**src/hdl/jpdr_defs.vh**
```
// constants for the jtag programming data registers
`ifndef JPDR_DEFS_VH
`define JPDR_DEFS_VH

// instruction codes held in the 4-bit instruction register
`define JPDR_IR_RESET 4'hc
`define JPDR_IR_UNLOCK 4'h4
`define JPDR_IR_CMD 4'h5
`define JPDR_IR_PLOAD 4'h6
`define JPDR_IR_PREAD 4'h7

// tap state codes reported by the tap controller
`define JPDR_ST_RTI 4'hc
`define JPDR_ST_CAPDR 4'h6
`define JPDR_ST_SHDR 4'h2
`define JPDR_ST_UPDDR 4'h5

// unlock register
`define JPDR_UNLOCK_W 16
`define JPDR_UNLOCK_SIG 16'ha370
`define JPDR_UNLOCK_RST 16'h0000

// command register: opcode above data/address field
`define JPDR_CMD_W 15
`define JPDR_CMD_OP_MSB 14
`define JPDR_CMD_OP_LSB 8
`define JPDR_CMD_DATA_MSB 7
`define JPDR_RES_READY_BIT 9

// page chains: 128 bytes, read chain has one leading dummy byte
`define JPDR_PAGE_IDX_W 7
`define JPDR_PAGE_LOAD_BITS 1024
`define JPDR_PAGE_READ_BITS 1032

// command opcodes
`define JPDR_OP_ENTER 7'h23
`define JPDR_OP_ADDR_HI 7'h07
`define JPDR_OP_ADDR_LO 7'h03
`define JPDR_OP_DATA_LO 7'h13
`define JPDR_OP_DATA_HI 7'h17
`define JPDR_OP_LATCH 7'h77
`define JPDR_OP_IDLE_HI 7'h37
`define JPDR_OP_FWR_GO 7'h35
`define JPDR_OP_IDLE_LO 7'h33
`define JPDR_OP_EGO 7'h31
`define JPDR_OP_RD_LO 7'h32
`define JPDR_OP_RD_HI 7'h36

// data field of the enter-mode command
`define JPDR_ENTER_ERASE 8'h80
`define JPDR_ENTER_FWR 8'h10
`define JPDR_ENTER_FRD 8'h02
`define JPDR_ENTER_EWR 8'h11
`define JPDR_ENTER_ERD 8'h03

// memory modes
`define JPDR_MODE_NONE 3'h0
`define JPDR_MODE_ERASE 3'h1
`define JPDR_MODE_FWR 3'h2
`define JPDR_MODE_FRD 3'h3
`define JPDR_MODE_EWR 3'h4
`define JPDR_MODE_ERD 3'h5

// core reset time-out after the reset chain clears, in cycles
`define JPDR_TOUT_W 20
`define JPDR_TOUT_SHORT_CYC 20'h00400
`define JPDR_TOUT_LONG_CYC 20'h10000

`endif

```
**src/hdl/jpdr_cmd_decode.v**
```verilog
// decodes one applied programming command against the memory mode
`timescale 1ns/100ps
`include "jpdr_defs.vh"
module jpdr_cmd_decode (
  // current mode and command fields
  input wire [2:0] i_mode,
  input wire [6:0] i_op,
  input wire [7:0] i_data,
  // decoded actions
  output reg o_mode_ld,
  output reg [2:0] o_mode_nxt,
  output reg o_erase,
  output reg o_wr_page,
  output reg o_latch,
  output reg o_addr_hi,
  output reg o_addr_lo,
  output reg o_data_lo,
  output reg o_data_hi,
  output reg o_rd_lo,
  output reg o_rd_hi
);

  wire wr_mode;
  wire rd_mode;

  assign wr_mode = (i_mode == `JPDR_MODE_FWR) || (i_mode == `JPDR_MODE_EWR);
  assign rd_mode = (i_mode == `JPDR_MODE_FRD) || (i_mode == `JPDR_MODE_ERD);

  always @* begin
    o_mode_ld = 1'b0;
    o_mode_nxt = `JPDR_MODE_NONE;
    o_erase = 1'b0;
    o_wr_page = 1'b0;
    o_latch = 1'b0;
    o_addr_hi = 1'b0;
    o_addr_lo = 1'b0;
    o_data_lo = 1'b0;
    o_data_hi = 1'b0;
    o_rd_lo = 1'b0;
    o_rd_hi = 1'b0;
    case (i_op)
      `JPDR_OP_ENTER: begin
        o_mode_ld = 1'b1;
        case (i_data)
          `JPDR_ENTER_ERASE: o_mode_nxt = `JPDR_MODE_ERASE;
          `JPDR_ENTER_FWR: o_mode_nxt = `JPDR_MODE_FWR;
          `JPDR_ENTER_FRD: o_mode_nxt = `JPDR_MODE_FRD;
          `JPDR_ENTER_EWR: o_mode_nxt = `JPDR_MODE_EWR;
          `JPDR_ENTER_ERD: o_mode_nxt = `JPDR_MODE_ERD;
          default: o_mode_nxt = `JPDR_MODE_NONE;
        endcase
      end
      `JPDR_OP_ADDR_HI: o_addr_hi = 1'b1;
      `JPDR_OP_ADDR_LO: o_addr_lo = 1'b1;
      `JPDR_OP_DATA_LO: o_data_lo = 1'b1;
      `JPDR_OP_DATA_HI: o_data_hi = 1'b1;
      `JPDR_OP_LATCH: o_latch = wr_mode;
      `JPDR_OP_FWR_GO: o_wr_page = (i_mode == `JPDR_MODE_FWR);
      `JPDR_OP_EGO: begin
        o_erase = (i_mode == `JPDR_MODE_ERASE);
        o_wr_page = (i_mode == `JPDR_MODE_EWR);
      end
      `JPDR_OP_RD_LO: o_rd_lo = rd_mode;
      `JPDR_OP_RD_HI: o_rd_hi = (i_mode == `JPDR_MODE_FRD);
      default: o_mode_ld = 1'b0;
    endcase
  end

endmodule

```
**src/hdl/jpdr_sync2.v**
```verilog
// two flip-flop synchroniser for signals from outside the clock domain
`timescale 1ns/100ps
module jpdr_sync2 #(
  parameter W = 1
) (
  // clock and reset
  input wire i_clk,
  input wire i_reset,
  // asynchronous in, synchronised out
  input wire [W-1:0] i_async,
  output wire [W-1:0] o_sync
);

  reg [W-1:0] meta_ff;
  reg [W-1:0] sync_ff;

  always @(posedge i_clk) begin
    if (i_reset) begin
      meta_ff <= {W{1'b0}};
      sync_ff <= {W{1'b0}};
    end else begin
      meta_ff <= i_async;
      sync_ff <= meta_ff;
    end
  end

  assign o_sync = sync_ff;

endmodule

```
**src/hdl/jpdr_top.v**
```verilog
// programming data registers behind the jtag port, sampled on sys clock
`timescale 1ns/100ps
`include "jpdr_defs.vh"
module jpdr_top #(
  parameter [19:0] P_TOUT_SHORT_CYC = `JPDR_TOUT_SHORT_CYC,
  parameter [19:0] P_TOUT_LONG_CYC = `JPDR_TOUT_LONG_CYC
) (
  // clock and reset
  input wire I_CLK_SYS,
  input wire I_RESET,
  // test port and tap controller
  input wire I_TCK,
  input wire I_TDI,
  input wire [3:0] I_TAP_STATE,
  input wire [3:0] I_TAP_IR,
  output reg O_TDO,
  output reg O_TDO_OE,
  // clock option fuses and core reset
  input wire [1:0] I_TOUT_SEL,
  output reg O_CORE_RESET,
  output reg O_PROG_EN,
  // applied command
  output reg [14:0] O_CMD_WORD,
  output reg O_CMD_CLK,
  // memory control
  output reg [2:0] O_MEM_MODE,
  output reg [15:0] O_MEM_ADDR,
  output reg [15:0] O_MEM_WDATA,
  output reg O_MEM_ERASE,
  output reg O_MEM_LATCH,
  output reg O_MEM_WRPAGE,
  output reg O_MEM_RD,
  output reg O_MEM_BYTE_HI,
  input wire I_MEM_READY,
  input wire [15:0] I_MEM_RDATA,
  // page buffer streaming
  output reg [6:0] O_PAGE_ADDR,
  output reg [7:0] O_PAGE_WDATA,
  output reg O_PAGE_WSTB,
  output reg O_PAGE_RSTB,
  input wire [7:0] I_PAGE_RDATA
);

  wire [9:0] tap_s;
  wire [1:0] tout_sel_s;
  wire tck_s;
  wire tdi_s;
  wire [3:0] st_s;
  wire [3:0] ir_s;
  reg tck_d_ff;
  reg [3:0] st_prev_ff;
  wire tck_rise;
  wire tck_fall;

  jpdr_sync2 #(.W(10)) u_sync_tap (
    .i_clk(I_CLK_SYS),
    .i_reset(I_RESET),
    .i_async({I_TCK, I_TDI, I_TAP_STATE, I_TAP_IR}),
    .o_sync(tap_s)
  );

  jpdr_sync2 #(.W(2)) u_sync_fuse (
    .i_clk(I_CLK_SYS),
    .i_reset(I_RESET),
    .i_async(I_TOUT_SEL),
    .o_sync(tout_sel_s)
  );

  assign tck_s = tap_s[9];
  assign tdi_s = tap_s[8];
  assign st_s = tap_s[7:4];
  assign ir_s = tap_s[3:0];
  assign tck_rise = tck_s & ~tck_d_ff;
  assign tck_fall = ~tck_s & tck_d_ff;

  // state qualifiers, valid on a tck rising edge
  wire in_cap;
  wire in_sh;
  wire in_upd;
  wire rti_entry;
  wire ir_ours;
  assign in_cap = tck_rise && (st_s == `JPDR_ST_CAPDR);
  assign in_sh = tck_rise && (st_s == `JPDR_ST_SHDR);
  assign in_upd = tck_rise && (st_s == `JPDR_ST_UPDDR);
  assign rti_entry = tck_rise && (st_s == `JPDR_ST_RTI) &&
                     (st_prev_ff != `JPDR_ST_RTI);
  assign ir_ours = (ir_s == `JPDR_IR_RESET) || (ir_s == `JPDR_IR_UNLOCK) ||
                   (ir_s == `JPDR_IR_CMD) || (ir_s == `JPDR_IR_PLOAD) ||
                   (ir_s == `JPDR_IR_PREAD);

  always @(posedge I_CLK_SYS) begin
    if (I_RESET) begin
      tck_d_ff <= 1'b0;
      st_prev_ff <= `JPDR_ST_RTI;
    end else begin
      tck_d_ff <= tck_s;
      if (tck_rise) begin
        st_prev_ff <= st_s;
      end
    end
  end

  // reset chain and core reset time-out
  reg rst_chain_ff;
  reg [19:0] tout_cnt_ff;
  reg [19:0] tout_len;

  always @* begin
    case (tout_sel_s)
      2'h0: tout_len = 20'h00000;
      2'h1: tout_len = P_TOUT_SHORT_CYC;
      default: tout_len = P_TOUT_LONG_CYC;
    endcase
  end

  always @(posedge I_CLK_SYS) begin
    if (I_RESET) begin
      rst_chain_ff <= 1'b0;
      tout_cnt_ff <= 20'h00000;
      O_CORE_RESET <= 1'b0;
    end else begin
      if (in_sh && ir_s == `JPDR_IR_RESET) begin
        rst_chain_ff <= tdi_s;
      end
      if (rst_chain_ff) begin
        tout_cnt_ff <= tout_len;
      end else if (tout_cnt_ff != 20'h00000) begin
        tout_cnt_ff <= tout_cnt_ff - 20'h00001;
      end
      // chain bit drives reset directly, no update stage
      O_CORE_RESET <= rst_chain_ff | (tout_cnt_ff != 20'h00000);
    end
  end

  // unlock chain
  reg [15:0] unl_sh_ff;
  reg [15:0] unl_ff;

  always @(posedge I_CLK_SYS) begin
    if (I_RESET) begin
      unl_sh_ff <= `JPDR_UNLOCK_RST;
      unl_ff <= `JPDR_UNLOCK_RST;
      O_PROG_EN <= 1'b0;
    end else begin
      if (ir_s == `JPDR_IR_UNLOCK) begin
        if (in_sh) begin
          unl_sh_ff <= {tdi_s, unl_sh_ff[15:1]};
        end
        if (in_upd) begin
          unl_ff <= unl_sh_ff;
        end
      end
      O_PROG_EN <= (unl_ff == `JPDR_UNLOCK_SIG);
    end
  end

  // command chain and memory control
  reg [14:0] cmd_sh_ff;
  wire [7:0] res_byte;
  wire [14:0] cmd_result;
  wire exec;
  wire dec_mode_ld;
  wire [2:0] dec_mode;
  wire dec_erase;
  wire dec_wr_page;
  wire dec_latch;
  wire dec_addr_hi;
  wire dec_addr_lo;
  wire dec_data_lo;
  wire dec_data_hi;
  wire dec_rd_lo;
  wire dec_rd_hi;

  assign res_byte = O_MEM_BYTE_HI ? I_MEM_RDATA[15:8] : I_MEM_RDATA[7:0];
  // ready flag at bit 9 serves all completion polls
  assign cmd_result = {5'h00, I_MEM_READY, 1'b0, res_byte};
  assign exec = rti_entry && (ir_s == `JPDR_IR_CMD) && O_PROG_EN;

  jpdr_cmd_decode u_dec (
    .i_mode(O_MEM_MODE),
    .i_op(O_CMD_WORD[`JPDR_CMD_OP_MSB:`JPDR_CMD_OP_LSB]),
    .i_data(O_CMD_WORD[`JPDR_CMD_DATA_MSB:0]),
    .o_mode_ld(dec_mode_ld),
    .o_mode_nxt(dec_mode),
    .o_erase(dec_erase),
    .o_wr_page(dec_wr_page),
    .o_latch(dec_latch),
    .o_addr_hi(dec_addr_hi),
    .o_addr_lo(dec_addr_lo),
    .o_data_lo(dec_data_lo),
    .o_data_hi(dec_data_hi),
    .o_rd_lo(dec_rd_lo),
    .o_rd_hi(dec_rd_hi)
  );

  always @(posedge I_CLK_SYS) begin
    if (I_RESET) begin
      cmd_sh_ff <= 15'h0000;
      O_CMD_WORD <= 15'h0000;
      O_CMD_CLK <= 1'b0;
      O_MEM_MODE <= `JPDR_MODE_NONE;
      O_MEM_ADDR <= 16'h0000;
      O_MEM_WDATA <= 16'h0000;
      O_MEM_ERASE <= 1'b0;
      O_MEM_LATCH <= 1'b0;
      O_MEM_WRPAGE <= 1'b0;
      O_MEM_RD <= 1'b0;
      O_MEM_BYTE_HI <= 1'b0;
    end else begin
      if (ir_s == `JPDR_IR_CMD) begin
        if (in_cap) begin
          cmd_sh_ff <= cmd_result;
        end else if (in_sh) begin
          cmd_sh_ff <= {tdi_s, cmd_sh_ff[14:1]};
        end
        if (in_upd && O_PROG_EN) begin
          O_CMD_WORD <= cmd_sh_ff;
        end
      end
      O_CMD_CLK <= exec;
      O_MEM_ERASE <= exec & dec_erase;
      O_MEM_LATCH <= exec & dec_latch;
      O_MEM_WRPAGE <= exec & dec_wr_page;
      O_MEM_RD <= exec & dec_rd_lo;
      if (exec) begin
        if (dec_mode_ld) begin
          O_MEM_MODE <= dec_mode;
        end
        if (dec_addr_hi) begin
          O_MEM_ADDR[15:8] <= O_CMD_WORD[7:0];
        end
        if (dec_addr_lo) begin
          O_MEM_ADDR[7:0] <= O_CMD_WORD[7:0];
        end
        if (dec_data_lo) begin
          O_MEM_WDATA[7:0] <= O_CMD_WORD[7:0];
        end
        if (dec_data_hi) begin
          O_MEM_WDATA[15:8] <= O_CMD_WORD[7:0];
        end
        if (dec_rd_lo) begin
          O_MEM_BYTE_HI <= 1'b0;
        end else if (dec_rd_hi) begin
          O_MEM_BYTE_HI <= 1'b1;
        end
      end
    end
  end

  // page-load and page-read chains share one 8-bit shifter
  reg [7:0] pg_sh_ff;
  reg [2:0] pg_bit_ff;
  reg [6:0] pg_idx_ff;
  wire pg_load;
  wire pg_read;
  wire [7:0] pg_next;

  assign pg_load = (ir_s == `JPDR_IR_PLOAD) && O_PROG_EN;
  assign pg_read = (ir_s == `JPDR_IR_PREAD) && O_PROG_EN;
  assign pg_next = {tdi_s, pg_sh_ff[7:1]};

  always @(posedge I_CLK_SYS) begin
    if (I_RESET) begin
      pg_sh_ff <= 8'h00;
      pg_bit_ff <= 3'h0;
      pg_idx_ff <= 7'h00;
      O_PAGE_ADDR <= 7'h00;
      O_PAGE_WDATA <= 8'h00;
      O_PAGE_WSTB <= 1'b0;
      O_PAGE_RSTB <= 1'b0;
    end else begin
      O_PAGE_WSTB <= 1'b0;
      O_PAGE_RSTB <= 1'b0;
      if ((pg_load || pg_read) && in_cap) begin
        // restart at byte 0; shifter content is not loaded
        pg_bit_ff <= 3'h0;
        pg_idx_ff <= 7'h00;
        O_PAGE_ADDR <= 7'h00;
      end else if (pg_load && in_sh) begin
        pg_sh_ff <= pg_next;
        pg_bit_ff <= pg_bit_ff + 3'h1;
        if (pg_bit_ff == 3'h7) begin
          O_PAGE_WDATA <= pg_next;
          O_PAGE_WSTB <= 1'b1;
          O_PAGE_ADDR <= pg_idx_ff;
          pg_idx_ff <= pg_idx_ff + 7'h01;
        end
      end else if (pg_read && in_sh) begin
        pg_bit_ff <= pg_bit_ff + 3'h1;
        if (pg_bit_ff == 3'h7) begin
          // first eight bits out are the dummy byte
          pg_sh_ff <= I_PAGE_RDATA;
          O_PAGE_RSTB <= 1'b1;
          O_PAGE_ADDR <= pg_idx_ff + 7'h01;
          pg_idx_ff <= pg_idx_ff + 7'h01;
        end else begin
          pg_sh_ff <= {1'b0, pg_sh_ff[7:1]};
        end
      end
    end
  end

  // tdo changes on the falling tck edge
  reg tdo_sel;
  always @* begin
    case (ir_s)
      `JPDR_IR_RESET: tdo_sel = rst_chain_ff;
      `JPDR_IR_UNLOCK: tdo_sel = unl_sh_ff[0];
      `JPDR_IR_CMD: tdo_sel = cmd_sh_ff[0];
      `JPDR_IR_PLOAD: tdo_sel = pg_sh_ff[0];
      `JPDR_IR_PREAD: tdo_sel = pg_sh_ff[0];
      default: tdo_sel = 1'b0;
    endcase
  end

  always @(posedge I_CLK_SYS) begin
    if (I_RESET) begin
      O_TDO <= 1'b0;
      O_TDO_OE <= 1'b0;
    end else if (tck_fall) begin
      O_TDO <= tdo_sel;
      O_TDO_OE <= ir_ours && (st_s == `JPDR_ST_SHDR);
    end
  end

endmodule

```
**config.mk**
```make
export PLATFORM = sky130hd
export DESIGN_NAME = jpdr_top
export DESIGN_NICKNAME = d
export VERILOG_FILES = /design/src/hdl/jpdr_cmd_decode.v /design/src/hdl/jpdr_sync2.v /design/src/hdl/jpdr_top.v
export VERILOG_INCLUDE_DIRS = /design/src /design/src/hdl
export SDC_FILE = /design/constraint.sdc
export NUM_CORES = 1
export LEC_CHECK = 0
export BUFFER_PORTS_ARGS = -buffer_cell sky130_fd_sc_hd__buf_2
export CORE_ASPECT_RATIO = 1.5
export CORE_UTILIZATION = 40
export CTS_CLUSTER_DIAMETER = 150
export DETAILED_ROUTE_END_ITERATION = 7
export MAX_ROUTING_LAYER = met4
export PLACE_DENSITY = 0.62
export SLEW_MARGIN = 10
export SYNTH_ARGS = -nofsm -noshare
export SYNTH_HDL_FRONTEND = slang
export SYNTH_SLANG_ARGS = --single-unit
```
**constraint.sdc**
```tcl
create_clock -name I_CLK_SYS -period 2.5 [get_ports I_CLK_SYS]
set_input_delay 0.25 -clock I_CLK_SYS [delete_from_list [all_inputs] [get_ports I_CLK_SYS]]
set_output_delay 0.25 -clock I_CLK_SYS [all_outputs]
set_load 0.02 [all_outputs]
```
Word level (Yosys, flattened, before mapping)
Index checks and enable logic that the tools add are counted.
{"block": "classes", "mul": 0, "div": 0, "reduce_logical": 45, "n_bitwise": 12, "add_sub_neg": 3, "order_cmp": 0, "n_eq_ne": 33, "muxes": 34, "shift": 0}
{"cell": "two-way mux 7 bit", "count": 7}
{"cell": "two-way mux 20 bit", "count": 2}
{"cell": "equality test 7 x 6 -> 1 bit (second input constant)", "count": 5}
{"cell": "one-hot mux 17 bit (2 select lines)", "count": 1}
{"cell": "two-way mux 8 bit", "count": 4}
{"cell": "two-way mux 15 bit", "count": 2}
{"cell": "equality test 4 x 3 -> 1 bit (second input constant)", "count": 6}
{"cell": "AND reduction 2 bit", "count": 12}
{"cell": "nonzero test 20 bit", "count": 1}
{"cell": "subtractor 20 x 1 -> 20 bit (second input constant)", "count": 1}
{"cell": "equality test 16 bit (second input constant)", "count": 1}
{"cell": "equality test 8 x 2 -> 1 bit (second input constant)", "count": 2}
{"cell": "equality test 8 x 5 -> 1 bit (second input constant)", "count": 2}
{"cell": "logical AND 1 bit", "count": 15}
{"cell": "one-hot mux 3 bit (5 select lines)", "count": 1}
{"cell": "equality test 7 x 5 -> 1 bit (second input constant)", "count": 2}
{"cell": "two-way mux 1 bit", "count": 12}
{"cell": "equality test 3 bit (second input constant)", "count": 3}
{"cell": "two-way mux 3 bit", "count": 3}
{"cell": "equality test 4 bit (second input constant)", "count": 2}
{"cell": "equality test 8 bit (second input constant)", "count": 1}
{"cell": "nonzero test 2 bit", "count": 4}
{"cell": "adder 7 x 1 -> 7 bit (second input constant)", "count": 1}
{"cell": "equality test 7 x 2 -> 1 bit (second input constant)", "count": 1}
{"cell": "19 further kinds", "count": 36}
{"block": "word_totals", "latch_bits": 0, "rom_bits": 0, "in_bits": 39, "memories": 0, "reg_bits": 192, "ramBits": 0, "out_inout_bits": 77}

Logic depth before layout (Yosys ltp)
Gate-level depths: netlist of run 1.
{"block": "depth", "depth_word": 7, "mapped_depth": 8}

Cells and area by module
A second synthesis of run 1 with hierarchy kept.
{"block": "hier_totals", "hier_cells": 855, "hier_area_um2": 8116.5}
{"mod": "jpdr_top", "cells_each": 770, "instances": 1, "seq_area_each_um2": 3363.2, "area_each_um2": 7156.9}
{"mod": "jpdr_sync2 (u_sync_tap)", "cells_each": 42, "instances": 1, "seq_area_each_um2": 400.4, "area_each_um2": 618.1}
{"mod": "jpdr_cmd_decode", "cells_each": 35, "instances": 1, "seq_area_each_um2": 0.0, "area_each_um2": 236.5}
{"mod": "jpdr_sync2 (u_sync_fuse)", "cells_each": 8, "instances": 1, "seq_area_each_um2": 80.1, "area_each_um2": 105.1}

Worst setup path after synthesis of run 1
Ideal clock, no wire load.
{"block": "synth_path", "path_kind": "register to register", "startpoint": "register u_sync_tap.sync_ff[7] (netlist: u_sync_tap.o_sync[7])", "endpoint": "register O_PAGE_ADDR[6]", "t_required_ps": 2421, "synth_period_minus_slack_ps": 2071, "arrival_time_ps": 1991, "setup_time_ps": 79, "path_stages_with_launch": 9, "setup_slack_ps": 429, "path_cell_list": "dfxtp_1 > or4b_1 > buf_2 > nor4_4 > and2_1 > buf_4 > buf_6 > nor2_1 > a211oi_2"}
{"block": "synth_between", "elab_chain_len": 5, "elab_cells_between_ends": 11, "cone_classes": "2 x eq/ne; 1 x mux; 8 x reduce/logical"}
{"item": "start, declared", "line_no": "jpdr_sync2.v:15", "text": "reg [W-1:0] sync_ff;"}
{"item": "start signal, assigned", "line_no": "jpdr_sync2.v:20", "text": "sync_ff <= {W{1'b0}};"}
{"item": "start signal, assigned", "line_no": "jpdr_sync2.v:23", "text": "sync_ff <= meta_ff;"}
{"item": "equality test 4 x 2 -> 1 bit (no line)"}
{"item": "logical AND 1 bit", "line_no": "jpdr_top.v:83", "text": "assign in_sh = tck_rise && (st_s == `JPDR_ST_SHDR);"}
{"item": "logical AND 1 bit, on equally long branches", "line_no": "jpdr_top.v:279, jpdr_top.v:288"}
{"item": "nonzero test 2 bit (no line)"}
{"item": "AND reduction 2 bit (no line)"}
{"item": "end signal, assigned", "line_no": "jpdr_top.v:285", "text": "O_PAGE_ADDR <= pg_idx_ff;"}
{"item": "end signal, assigned", "line_no": "jpdr_top.v:294", "text": "O_PAGE_ADDR <= pg_idx_ff + 7'h01;"}
{"item": "end, declared", "line_no": "jpdr_top.v:37", "text": "output reg [6:0] O_PAGE_ADDR,"}
Several ways; a longest one is shown, not always the timed one.
A chain may end at the register's enable or synchronous reset.

Worst setup path after layout of run 1
{"block": "layout_path", "startpoint": "register u_sync_tap.sync_ff[7] (netlist: u_sync_tap.o_sync[7])", "endpoint": "register pg_idx_ff[3]"}
{"block": "layout_between", "elab_chain_len": 4, "elab_cells_between_ends": 10, "cone_classes": "2 x eq/ne; 1 x mux; 7 x reduce/logical"}
{"item": "equality test 4 x 2 -> 1 bit (no line) or equality test 4 x 3 -> 1 bit (tied branches)"}
{"item": "logical AND 1 bit, on equally long branches", "line_no": "jpdr_top.v:83, jpdr_top.v:82"}
{"item": "logical AND 1 bit, on equally long branches", "line_no": "jpdr_top.v:279, jpdr_top.v:274, jpdr_top.v:288"}
{"item": "two-way mux 7 bit (tied with other cells)", "line_no": "jpdr_top.v:279", "text": "end else if (pg_load && in_sh) begin"}
{"item": "end signal, assigned", "line_no": "jpdr_top.v:286", "text": "pg_idx_ff <= pg_idx_ff + 7'h01;"}
{"item": "end signal, assigned", "line_no": "jpdr_top.v:295", "text": "pg_idx_ff <= pg_idx_ff + 7'h01;"}
{"item": "end, declared", "line_no": "jpdr_top.v:253", "text": "reg [6:0] pg_idx_ff;"}
Several ways; a longest one is shown, not always the timed one.

==> results_tabular.tex, run 1 <==
\begin{tabular}{lr}
\hline
Metric & Value \\
\hline
\multicolumn{2}{l}{\textbf{Flow run}} \\
Max cap viols & 0 \\
\multicolumn{2}{l}{\textbf{STA}} \\
Fin. Hold Viols & 0 \\
Post-layout min period & 2280 ps \\
Finish-stage setup viols & 0 \\
Tightest slew margin relative to the limit & between 40\% and 50\% \\
Clk\_skew & 13.8 ps \\
Aggregate negative setup slack & 0 ps \\
Highest attainable clock frequency & $\sim$440 MHz \\
Portion of the clock cycle consumed by the worst path in the final layout & 91.0\% \\
RSZ-0062 raised after global routing & no \\
Transition at the pin with the smallest max-transition slack & 798 ps \\
Max-slew violations & 0 \\
\multicolumn{2}{l}{\textbf{Setup path}} \\
Type of the setup path with the least slack & flop to flop \\
CP max stage delay & approximately 660 ps \\
Endpoint class of the critical path & flop \\
Peak fanout along the critical path & 11 \\
Launching element type of the critical path & flop \\
R2R depth & 6 \\
End of the worst register-to-register path & pg\_idx\_ff[3] \\
Reg-to-Reg Start & u\_sync\_tap.o\_sync[7] \\
Flop-to-flop setup slack & 220 ps \\
Crit-path slowest cell & sky130\_fd\_sc\_hd\_\_or4b\_1 \\
Endpoint arrival time on the critical path & $\sim$2600 ps \\
Required time of the worst setup path & $\sim$2900 ps \\
CP cell instances & or4b\_1, nor4\_4, buf\_4, nand2\_1, or3\_1, a21oi\_1 \\
\multicolumn{2}{l}{\textbf{Floorplanning}} \\
Number of ports placed on the die boundary & 116 \\
Die Width & about 110 um \\
Die extent in y & 171 um \\
Number of placement rows & between 60 and 70 \\
Effective utilization at floorplan & between 40\% and 50\% \\
Area of the die & just under 20000 um2 \\
Core Footprint & $\sim$19000 um2 \\
\multicolumn{2}{l}{\textbf{Pwr}} \\
Static leakage & approximately 4.0 nW \\
Peak VDD IR & about 0.47 mV \\
Power density relative to cell area & just under 800 nW/um2 \\
\multicolumn{2}{l}{\textbf{Clock tree}} \\
Latest clock arrival within the worst-skew pair & approximately 440 ps \\
Number of buffers on the longest clock path & 2 \\
Post-CTS Setup Bufs & 0 \\
CTS buffer count & 17 \\
Clock transition at the registers of the reported paths & $\sim$70 ps \\
TritonCTS clock tree & built \\
CTS Sinks & between 150 and 200 \\
Post-CTS Resized & 0 \\
CTS H-tree depth & 4 \\
Cell at the root of the clock tree & sky130\_fd\_sc\_hd\_\_clkbuf\_16 \\
Hold buffer count at cts & 0 \\
\multicolumn{2}{l}{\textbf{Logic synthesis}} \\
Number of synthesized register bits & around 190 \\
Most instantiated flip-flop cell in the synthesis netlist & sky130\_fd\_sc\_hd\_\_dfxtp\_1 \\
Async S/R FF share, synth & 0\% \\
Syn Nets & around 860 \\
Synth Area in XOR/XNOR & approximately 3.4\% \\
Post-synthesis instance area & between 7000 and 8000 um2 \\
Synth Instances & a little over 800 \\
Adder and majority gate portion of the synthesized area & less than 1\% \\
EDFF count, synth & 0 \\
Compound-gate portion of the synthesized area & under 10\% \\
Number of distinct library cells after synthesis & 50 \\
Part of the Yosys area used for sequential elements & around half \\
Area share of and/or/nand/nor cells after synthesis & a little under a quarter \\
Yosys synthesis warning count & 0 \\
Combinational family with the most area after synthesis & simple AND/OR/NAND/NOR gates \\
Average footprint of a synthesized cell & 9.37 um2 \\
Multiplexer area fraction after synthesis & about an eighth \\
\multicolumn{2}{l}{\textbf{Routing}} \\
Via count & a little under 6000 \\
Post-detailed-route DRC marker count & 0 \\
TritonRoute pass-1 iters & 4 \\
Routed via count divided by cell count & 4.96 \\
DRC violation total after the first TritonRoute iteration & 236 \\
Final wirelength & approximately 16000 um \\
Antenna viol nets, final & 0 \\
Average wire per cell in the routed design & about 14 um \\
\multicolumn{2}{l}{\textbf{Global route}} \\
Aggregate global-route resource usage & between 15 and 20\% \\
Total congestion overflow after global routing & 0 \\
Global-route wire length before repair & 26300 um \\
Number of antenna violations at the first check in global routing & 0 \\
Number of global-route vias before repair & $\sim$5400 \\
Pin count of the biggest net entering global routing & roughly 60 \\
\multicolumn{2}{l}{\textbf{Placed design}} \\
Estimated wirelength of the detail-placed design & 11200 um \\
Port buffer count & roughly 120 \\
Placed cells & 1155 \\
Final estimated routing congestion in global placement & 0.765 \\
\multicolumn{2}{l}{\textbf{Layout}} \\
\# diodes & 0 \\
Top library cells by usage in the layout, fill and taps aside & 192 x sky130\_fd\_sc\_hd\_\_dfxtp\_1, 137 x sky130\_fd\_sc\_hd\_\_nor2\_1, 114 x sky130\_fd\_sc\_hd\_\_buf\_2 \\
Non-Filler Instances & about 1200 \\
Final net count & around 970 \\
Commonest non-fill, non-tap cell in the layout & sky130\_fd\_sc\_hd\_\_dfxtp\_1 \\
Layout-stage area growth over the synthesis result & 19.6\% \\
Proportion of layout cells with a drive suffix above 1 & around a fifth \\
\multicolumn{2}{l}{\textbf{Worst hold path}} \\
Worst min-delay path endpoint & u\_sync\_tap.meta\_ff[6] \\
Hold Path Origin & I\_TAP\_STATE[2] \\
Tightest Hold Check Type & input pin to flop \\
Number of cells on the worst hold path & 2 \\
\multicolumn{2}{l}{\textbf{Status}} \\
Outcome & finished, final reports clean \\
\hline
\end{tabular}
## state kept, by name, indices dropped and copies added (netlist names), 2 cells and up
register	flops
pg_bit_ff	3
u_sync_tap.meta_ff	10
O_MEM_MODE	3
unl_ff	16
unl_sh_ff	16
pg_idx_ff	7
st_prev_ff	4
u_sync_tap.o_sync	10
O_PAGE_ADDR	7
O_CMD_WORD	15
u_sync_fuse.o_sync	2
u_sync_fuse.meta_ff	2
O_MEM_WDATA	16
cmd_sh_ff	15
O_MEM_ADDR	16
pg_sh_ff	8
tout_cnt_ff	20
O_PAGE_WDATA	8
## power by group
part | internal, mW | switching (mW)
clock network | 1.53 | 1.28
logic | 0.471 | 0.585
registers | 3.18 | 0.104
total | 5.18 | 1.97
## worst max-delay path by stage
stage	startpoint	to	depth (start not counted)	slack (ps)
2_1_floorplan	u_sync_tap.o_sync[7]	O_PAGE_ADDR[6]	8	430
3_3_place_gp	u_sync_tap.o_sync[7]	O_PAGE_WDATA[7]	6	310
3_5_place_dp	u_sync_tap.o_sync[7]	pg_idx_ff[3]	6	250
4_1_cts	u_sync_tap.o_sync[7]	pg_idx_ff[3]	6	230
5_1_grt	u_sync_tap.o_sync[7]	pg_idx_ff[3]	6	60
6_report	u_sync_tap.o_sync[7]	pg_idx_ff[3]	6	220
## Yosys cell counts (all sizes together), types with 2 or more instances
library cell | count | area (um2)
nand4 | 9 | 56.3
dfxtp | 192 | 3840
a22oi | 6 | 45.0
o211ai | 10 | 75.1
o22ai | 2 | 12.5
nor4b | 5 | 50.0
and3 | 7 | 43.8
nor2 | 137 | 514
nor4bb | 2 | 20.0
and3b | 2 | 17.5
xnor2 | 16 | 140
nand3b | 8 | 60.1
clkbuf | 41 | 154
nand3 | 14 | 75.1
a211oi | 18 | 140
or3 | 3 | 18.8
or4b | 3 | 30.0
and2 | 4 | 25.0
nor4 | 9 | 77.6
xor2 | 14 | 123
o21ai | 7 | 35.0
ha | 5 | 62.6
nand2b | 7 | 43.8
and4 | 2 | 17.5
nor2b | 29 | 181
and4b | 2 | 20.0
nand4b | 5 | 43.8
nor3 | 19 | 95.1
inv | 5 | 18.8
or4 | 2 | 15.0
mux2i | 95 | 951
nor3b | 4 | 30.0
nand2 | 77 | 289
a21o | 2 | 15.0
a21oi | 38 | 190
buf | 8 | 47.5
## worst max-delay path, delay by kind of cell (launching register included)
family	cells	cell delay [ps]
and+or+nand+nor	4	1470
AOI/OAI and AO/OA	1	150
DFF	1	350
buffers and inverters	1	220
## layer usage
layer  GRT usage (%)  vias up  share of wire, %
met1            20.2     2738                44
met3            3.72       26               3.5
met2            29.3       96                50
li1                -     3022                 -
met5               -        -                 0
met4            6.95        0               2.2
## cell type report
cell class	count	area (um2)
sequential	192	3840
fill	1856	9500
multi-input combinational	568	3560
timing repair buffer	138	763
inverter	5	18.8
clock inverter	15	194
clock buffer	17	425
tap	252	315
## logic make-up (layout without fill, tap and decap cells)
family	after synthesis	in the layout
flip-flops	192	192
AND/OR/NAND/NOR	352	352
buffers and inverters	54	175
multiplexers	95	95
adder cells (fa/ha/maj)	5	5
AO/OA/AOI/OAI	86	86
XOR/XNOR	30	30
## stage by stage
step | cell area, um2 | setup WS [ps] | utilization (%) | hold WS (ps) | power, mW
after CTS | 9120 | 230 | 49.0 | 2.74 | 7.23
after detailed placement | 8500 | 253 | 45.6 | 420 | 4.41
after global placement | 8500 | 307 | 45.6 | 417 | 4.39
after floorplan | 7620 | 429 | - | 378 | 4.11
after global routing | 9120 | 63.9 | 49.0 | 12.0 | 7.51
final | 9120 | 225 | 49.0 | 23.3 | 7.15
No activity file was read; power rests on OpenSTA's default activity.
==> run 2, diff against run 1 <==
- ABC_AREA: not set -> 1
- PLACE_DENSITY: 0.62 -> 0.61
==> results_tabular.tex, run 2 <==
\begin{tabular}{lr}
\hline
Metric & Value \\
\hline
\multicolumn{2}{l}{\textbf{Routing}} \\
DRC violation total after the first TritonRoute iteration & 402 (was 236) \\
Average wire per cell in the routed design & 12.0 um (was 13.6 um) \\
TritonRoute pass-1 iters & 5 (was 4) \\
Routed via count divided by cell count & 4.66 (was 4.96) \\
Antenna viol nets, final & 0 (unchanged) \\
Post-detailed-route DRC marker count & 0 (unchanged) \\
Final wirelength & 19300 um (was 16200 um) \\
Via count & 7523 (was 5882) \\
\multicolumn{2}{l}{\textbf{Logic synthesis}} \\
Yosys top cell by area & sky130\_fd\_sc\_hd\_\_dfxtp\_1 (unchanged) \\
Ranking of synthesized cells by instance count & 289 x sky130\_fd\_sc\_hd\_\_nand2\_1, 288 x sky130\_fd\_sc\_hd\_\_nor2\_1, 192 x sky130\_fd\_sc\_hd\_\_dfxtp\_1 (was 192 x sky130\_fd\_sc\_hd\_\_dfxtp\_1, 137 x sky130\_fd\_sc\_hd\_\_nor2\_1, 95 x sky130\_fd\_sc\_hd\_\_mux2i\_1) \\
Part of the Yosys area used for sequential elements & 45.9\% (was 50.4\%) \\
Number of distinct library cells after synthesis & 41 (was 50) \\
Yosys synthesis warning count & 0 (unchanged) \\
Number of synthesized register bits & 192 (unchanged) \\
Top-count cell post-synth & sky130\_fd\_sc\_hd\_\_nand2\_1 (was sky130\_fd\_sc\_hd\_\_dfxtp\_1) \\
Area share of the leading cell type in the synthesized netlist & 45.9\% (was 50.4\%) \\
Main area contributors after synthesis & sky130\_fd\_sc\_hd\_\_dfxtp\_1 46\%, sky130\_fd\_sc\_hd\_\_nand2\_1 13\%, sky130\_fd\_sc\_hd\_\_nor2\_1 13\% (was sky130\_fd\_sc\_hd\_\_dfxtp\_1 50\%, sky130\_fd\_sc\_hd\_\_mux2i\_1 12\%, sky130\_fd\_sc\_hd\_\_nor2\_1 6.7\%) \\
Most instantiated flip-flop cell in the synthesis netlist & sky130\_fd\_sc\_hd\_\_dfxtp\_1 (unchanged) \\
Post-synthesis instance area & 8380 um2 (was 7620 um2) \\
Syn Nets & 1274 (was 858) \\
Average footprint of a synthesized cell & 6.81 um2 (was 9.37 um2) \\
EDFF count, synth & 0 (unchanged) \\
Synth Instances & 1230 (was 814) \\
Async S/R FF share, synth & 0\% (unchanged) \\
\multicolumn{2}{l}{\textbf{Setup path}} \\
Peak fanout along the critical path & 19 (was 11) \\
Launching element type of the critical path & flop (unchanged) \\
Required time of the worst setup path & 2860 ps (about the same) \\
Type of the setup path with the least slack & flop to flop (unchanged) \\
Endpoint class of the critical path & flop (unchanged) \\
Endpoint arrival time on the critical path & 2200 ps (was 2630 ps) \\
\multicolumn{2}{l}{\textbf{Worst hold path}} \\
Tightest Hold Check Type & input pin to flop (unchanged) \\
\multicolumn{2}{l}{\textbf{Clock tree}} \\
CTS Sinks & 192 (unchanged) \\
CTS H-tree depth & 4 (unchanged) \\
Latest clock arrival within the worst-skew pair & 430 ps (was 440 ps) \\
TritonCTS clock tree & built (unchanged) \\
Post-CTS Resized & 0 (unchanged) \\
CTS buffer count & 17 (unchanged) \\
Cell at the root of the clock tree & sky130\_fd\_sc\_hd\_\_clkbuf\_16 (unchanged) \\
Clock transition at the registers of the reported paths & 70 ps (about the same) \\
Hold buffer count at cts & 1 (was 0) \\
Number of buffers on the longest clock path & 2 (unchanged) \\
Post-CTS Setup Bufs & 0 (unchanged) \\
\multicolumn{2}{l}{\textbf{Pwr}} \\
Total design power & 7.48 mW (was 7.15 mW) \\
Power density relative to cell area & 766 nW/um2 (was 784 nW/um2) \\
Peak VDD IR & 0.433 mV (was 0.465 mV) \\
Static leakage & 4.94 nW (was 3.99 nW) \\
\multicolumn{2}{l}{\textbf{STA}} \\
Fin. Hold Viols & 0 (unchanged) \\
Finish-stage setup viols & 0 (unchanged) \\
Clk\_skew & 10.6 ps (was 13.8 ps) \\
RSZ-0062 raised after global routing & no (unchanged) \\
Transition at the pin with the smallest max-transition slack & 525 ps (was 798 ps) \\
Post-layout min period & 1840 ps (was 2280 ps) \\
Aggregate negative setup slack & 0 ps (unchanged) \\
Portion of the clock cycle consumed by the worst path in the final layout & 73.5\% (was 91.0\%) \\
Tightest slew margin relative to the limit & 64.9\% (was 46.0\%) \\
Max-slew violations & 0 (unchanged) \\
Highest attainable clock frequency & 544 MHz (was 439 MHz) \\
Worst Slack Setup Final & 662 ps (was 225 ps) \\
\multicolumn{2}{l}{\textbf{Floorplanning}} \\
Die extent in y & 179 um (was 171 um) \\
Number of ports placed on the die boundary & 116 (unchanged) \\
Die Width & 120 um (was 115 um) \\
Area of the die & 21500 um2 (was 19600 um2) \\
Number of placement rows & 64 (was 61) \\
Effective utilization at floorplan & 40.9\% (about the same) \\
Core Footprint & 20500 um2 (was 18600 um2) \\
\multicolumn{2}{l}{\textbf{Placed design}} \\
Port buffer count & 115 (unchanged) \\
Pre-CTS setup slack & 638 ps (was 253 ps) \\
Estimated wirelength of the detail-placed design & 14000 um (was 11200 um) \\
Final estimated routing congestion in global placement & 0.841 (was 0.765) \\
\multicolumn{2}{l}{\textbf{Layout}} \\
Final core area utilization & 47.6\% (was 49.0\%) \\
Top library cells by usage in the layout, fill and taps aside & 289 x sky130\_fd\_sc\_hd\_\_nand2\_1, 288 x sky130\_fd\_sc\_hd\_\_nor2\_1, 192 x sky130\_fd\_sc\_hd\_\_dfxtp\_1 (was 192 x sky130\_fd\_sc\_hd\_\_dfxtp\_1, 137 x sky130\_fd\_sc\_hd\_\_nor2\_1, 114 x sky130\_fd\_sc\_hd\_\_buf\_2) \\
Commonest non-fill, non-tap cell in the layout & sky130\_fd\_sc\_hd\_\_nand2\_1 (was sky130\_fd\_sc\_hd\_\_dfxtp\_1) \\
Proportion of layout cells with a drive suffix above 1 & 14.7\% (was 19.1\%) \\
Biggest register & tout\_cnt\_ff (unchanged) \\
Final net count & 1381 (was 966) \\
Layout-stage area growth over the synthesis result & 16.4\% (was 19.6\%) \\
Flip-flop count of the largest register, all copies and words added & 20 (unchanged) \\
\# diodes & 0 (unchanged) \\
\multicolumn{2}{l}{\textbf{Global route}} \\
Global-route wire length before repair & 32700 um (was 26300 um) \\
Pin count of the biggest net entering global routing & 62 (was 59) \\
Total congestion overflow after global routing & 0 (unchanged) \\
Number of global-route vias before repair & 6906 (was 5433) \\
Aggregate global-route resource usage & 19.6\% (was 17.4\%) \\
Number of antenna violations at the first check in global routing & 0 (unchanged) \\
\multicolumn{2}{l}{\textbf{Status}} \\
Outcome & finished, final reports clean (unchanged) \\
\multicolumn{2}{l}{\textbf{Flow run}} \\
Max cap viols & 0 (unchanged) \\
\hline
\end{tabular}
-- run 2: power breakdown --
part	internal, mW	leakage [nW]	switching [mW]	total (mW)
clock	1.40	0.255	1.19	2.59
combinational	0.504	3.13	0.991	1.49
sequential	3.23	1.56	0.159	3.39
-- run 2: area by class of cell --
| cell class | count | area [um2] |
|---|---|---|
| Timing Repair Buffer | 127 | 681 |
| Clock inverter | 12 | 111 |
| Multi-Input combinational cell | 844 | 3760 |
| Tap cell | 264 | 330 |
| Sequential cell | 192 | 3840 |
| Clock buffer | 20 | 447 |
| Fill cell | 2198 | 10700 |
| Inverter | 155 | 583 |
-- run 2: critical path, cell delays in order (launching register included) --
cell                      delay, ps
sky130_fd_sc_hd__dfxtp_1        390
sky130_fd_sc_hd__inv_2           50
sky130_fd_sc_hd__nor2_2         180
sky130_fd_sc_hd__nand2_2        140
sky130_fd_sc_hd__nor2_4         140
sky130_fd_sc_hd__nand4_4        220
sky130_fd_sc_hd__inv_1          400
sky130_fd_sc_hd__nand2_1         90
sky130_fd_sc_hd__a21oi_1        150
-- run 2: kinds of logic (layout without fill, tap and decap cells) --
logic type	after synthesis	after routing	share of synthesized area, %
AOI/OAI and AO/OA	116	116	7.05
xor gates and xnor gates	5	5	0.522
adders and majority gates	5	5	0.746
buffers and inverters	194	314	9.24
DFF	192	192	45.9
and+or+nand+nor	718	718	36.6
-- run 2: worst paths after layout --
| check | start | to | slack [ps] | cells past startpoint |
|---|---|---|---|---|
| max | u_sync_tap.o_sync[9] | unl_ff[0] | 660 | 8 |
| min | I_TAP_STATE[3] | u_sync_tap.meta_ff[7] | 20 | 3 |
| max reg2reg | u_sync_tap.o_sync[9] | unl_ff[0] | 660 | 8 |
| min reg2reg | u_sync_tap.meta_ff[3] | u_sync_tap.o_sync[3] | 400 | 2 |
-- run 2: metrics by stage --
step	cell area [um2]	hold WS [ps]	std cells
6_report	9760	21.1	1614
5_1_grt	9760	9.17	1614
4_1_cts	9760	1.90	1614
3_5_place_dp	9190	392	1581
3_3_place_gp	9190	393	1581
2_1_floorplan	8380	357	1230
-- run 2: layer usage --
layer | wire length (um) | vias to the layer above | track usage, %
li1 | - | 4016 | -
met1 | 8390 | 3370 | 22.5
met2 | 10000 | 118 | 34.2
met3 | 579 | 19 | 3.37
met4 | 324 | 0 | 6.46
met5 | 0 | - | -
==> run 3, diff against run 2 <==
- PLACE_DENSITY: 0.61 -> 0.63
- clock period: 2.5 -> 1.6 ns (I/O delays scaled with it)
==> results_tabular.tex, run 3 (same netlist as run 2, synthesis figures left out) <==
\begin{tabular}{lr}
\hline
Metric & Value \\
\hline
\multicolumn{2}{l}{\textbf{Pwr}} \\
Static leakage & 5.28 nW (was 4.94 nW) \\
Net switching power figure & 3.87 mW (was 2.34 mW) \\
Switching Fraction & 31.0\% (was 31.3\%) \\
Peak VDD IR & 0.627 mV (was 0.433 mV) \\
Internal portion of total power & 8.63 mW (was 5.14 mW) \\
Clock share of power & 34.7\% (about the same) \\
Share of power burned in registers & 42.2\% (was 45.4\%) \\
Power density relative to cell area & 1180 nW/um2 (was 766 nW/um2) \\
Fraction of power consumed by combinational cells & 23.1\% (was 20.0\%) \\
\multicolumn{2}{l}{\textbf{Routing}} \\
TritonRoute pass-1 iters & 4 (was 5) \\
DRC violation total after the first TritonRoute iteration & 374 (was 402) \\
Average wire per cell in the routed design & 11.9 um (was 12.0 um) \\
Final wirelength & 20000 um (was 19300 um) \\
Routed via count divided by cell count & 4.64 (was 4.66) \\
Antenna viol nets, final & 0 (unchanged) \\
Via count & 7769 (was 7523) \\
Post-detailed-route DRC marker count & 0 (unchanged) \\
\multicolumn{2}{l}{\textbf{Floorplanning}} \\
Effective utilization at floorplan & 40.9\% (unchanged) \\
Area of the die & 21500 um2 (unchanged) \\
Number of placement rows & 64 (unchanged) \\
Die Width & 120 um (unchanged) \\
Number of ports placed on the die boundary & 116 (unchanged) \\
Die extent in y & 179 um (unchanged) \\
Core Footprint & 20500 um2 (unchanged) \\
\multicolumn{2}{l}{\textbf{Setup path}} \\
Launching element type of the critical path & flop (unchanged) \\
Library cell appearing most often on the critical path & sky130\_fd\_sc\_hd\_\_nor2\_4 \\
Type of the setup path with the least slack & flop to flop (unchanged) \\
CP cell instances & inv\_4, nand2\_4, nor3\_4, nand2\_2, nor2\_4, nand3\_2, buf\_12, nor2\_4, nor2\_1 (was inv\_2, nor2\_2, nand2\_2, nor2\_4, nand4\_4, inv\_1, nand2\_1, a21oi\_1) \\
Endpoint arrival time on the critical path & 1910 ps (was 2200 ps) \\
Peak fanout along the critical path & 8 (was 19) \\
Endpoint class of the critical path & flop (unchanged) \\
R2R depth & 9 (was 8) \\
CP max stage delay & 370 ps (was 400 ps) \\
Crit-path slowest cell & sky130\_fd\_sc\_hd\_\_dfxtp\_4 (was sky130\_fd\_sc\_hd\_\_inv\_1) \\
Required time of the worst setup path & 1940 ps (was 2860 ps) \\
\multicolumn{2}{l}{\textbf{Placed design}} \\
Final estimated routing congestion in global placement & 0.875 (was 0.841) \\
Placed cells & 1621 (was 1581) \\
Port buffer count & 115 (unchanged) \\
Placed instance area & 9540 um2 (was 9190 um2) \\
Pre-CTS setup slack & -1.74 ps (was 638 ps) \\
Estimated wirelength of the detail-placed design & 14400 um (was 14000 um) \\
\multicolumn{2}{l}{\textbf{Flow run}} \\
Max cap viols & 0 (unchanged) \\
\multicolumn{2}{l}{\textbf{STA}} \\
Fin. Hold Viols & 0 (unchanged) \\
Aggregate negative setup slack & 0 ps (unchanged) \\
Tightest slew margin relative to the limit & 70.0\% (was 64.9\%) \\
Max-slew violations & 0 (unchanged) \\
RSZ-0062 raised after global routing & yes (was no) \\
Worst Slack Setup Final & 27.2 ps (was 662 ps) \\
Clk\_skew & 9.45 ps (was 10.6 ps) \\
Highest attainable clock frequency & 636 MHz (was 544 MHz) \\
Transition at the pin with the smallest max-transition slack & 449 ps (was 525 ps) \\
Portion of the clock cycle consumed by the worst path in the final layout & 98.3\% (was 73.5\%) \\
Post-layout min period & 1570 ps (was 1840 ps) \\
Finish-stage setup viols & 0 (unchanged) \\
\multicolumn{2}{l}{\textbf{Global route}} \\
Number of antenna violations at the first check in global routing & 0 (unchanged) \\
Aggregate global-route resource usage & 19.4\% (was 19.6\%) \\
Number of global-route vias before repair & 6918 (was 6906) \\
Pin count of the biggest net entering global routing & 57 (was 62) \\
Global-route wire length before repair & 32300 um (was 32700 um) \\
Total congestion overflow after global routing & 0 (unchanged) \\
\multicolumn{2}{l}{\textbf{Layout}} \\
Non-Filler Instances & 1676 (was 1614) \\
Final net count & 1443 (was 1381) \\
Cell area after layout & 10600 um2 (was 9760 um2) \\
Flip-flop count of the largest register, all copies and words added & 20 (unchanged) \\
Proportion of layout cells with a drive suffix above 1 & 20.2\% (was 14.7\%) \\
Top library cells by usage in the layout, fill and taps aside & 287 x sky130\_fd\_sc\_hd\_\_nand2\_1, 271 x sky130\_fd\_sc\_hd\_\_nor2\_1, 186 x sky130\_fd\_sc\_hd\_\_dfxtp\_1 (was 289 x sky130\_fd\_sc\_hd\_\_nand2\_1, 288 x sky130\_fd\_sc\_hd\_\_nor2\_1, 192 x sky130\_fd\_sc\_hd\_\_dfxtp\_1) \\
\# diodes & 0 (unchanged) \\
Commonest non-fill, non-tap cell in the layout & sky130\_fd\_sc\_hd\_\_nand2\_1 (unchanged) \\
Biggest register & tout\_cnt\_ff (unchanged) \\
Final core area utilization & 51.6\% (was 47.6\%) \\
Layout-stage area growth over the synthesis result & 26.3\% (was 16.4\%) \\
\multicolumn{2}{l}{\textbf{Worst hold path}} \\
Tightest Hold Check Type & input pin to flop (unchanged) \\
Number of cells on the worst hold path & 5 (was 3) \\
\multicolumn{2}{l}{\textbf{Clock tree}} \\
CTS Sinks & 192 (unchanged) \\
TritonCTS clock tree & built (unchanged) \\
CTS H-tree depth & 4 (unchanged) \\
Clock transition at the registers of the reported paths & 70 ps (about the same) \\
Latest clock arrival within the worst-skew pair & 430 ps (about the same) \\
Number of buffers on the longest clock path & 2 (unchanged) \\
Cell at the root of the clock tree & sky130\_fd\_sc\_hd\_\_clkbuf\_16 (unchanged) \\
CTS buffer count & 17 (unchanged) \\
\multicolumn{2}{l}{\textbf{Status}} \\
Outcome & finished, final reports clean (unchanged) \\
\hline
\end{tabular}
-- run 3: layout make-up --
type / count / area, um2
flip-flops and latches: 192 / 3850
repair buffers: 189 / 1260
clock inverters: 13 / 153
multi-input cells: 844 / 3950
well taps: 264 / 330
fillers: 2073 / 9910
clock buffers: 19 / 453
inverters: 155 / 588
-- run 3: metal layers --
layer  vias up  wire length (um)  share of wire (%)  GRT usage (%)
li1       4137                 -                  -              -
met3        29               671                3.4           3.75
met5         -                 0                  0              -
met2       119             10300                 52           33.5
met4         0               475                2.4           7.97
met1      3484              8500                 43           21.7
-- run 3: worst max-delay path, delay by kind of cell (launching register included) --
kind | cells | cell delay [ps]
buf+inv | 2 | 240
flops | 1 | 370
simple gates | 7 | 870
-- run 3: path summary, 6_finish.rpt --
| check | from | to | slack (ps) |
|---|---|---|---|
| worst max register to register | u_sync_tap.o_sync[3] | O_MEM_WDATA[4] | 30 |
| worst min register to register | u_sync_tap.meta_ff[5] | u_sync_tap.o_sync[5] | 400 |
| worst max-delay path | u_sync_tap.o_sync[3] | O_MEM_WDATA[4] | 30 |
| worst min-delay path | I_PAGE_RDATA[4] | pg_sh_ff[4] | 50 |
-- run 3: repair_timing --
item	4_1_cts	5_1_grt
endpoints found under the setup margin	9	100
hold endpoints to repair	13	0
gates resized for setup	2	61
hold buffers	13	0
buffers inserted	0	10
pin swaps	0	15
-- run 3: stage by stage --
step	hold slack [ps]	power (mW)
floorplan	267	7.17
global placement	360	8.08
detailed placement	365	8.12
CTS	35.6	12.5
global route	83.6	13.2
finish	53.0	12.5
-- run 3: power groups by stage --
stage	logic (mW)	registers [mW]	clock network, mW
finish	2.88	5.28	4.34
global route	3.26	5.31	4.65
CTS	2.79	5.27	4.45
detailed placement	2.75	5.37	0
global placement	2.71	5.37	0
floorplan	1.83	5.34	0
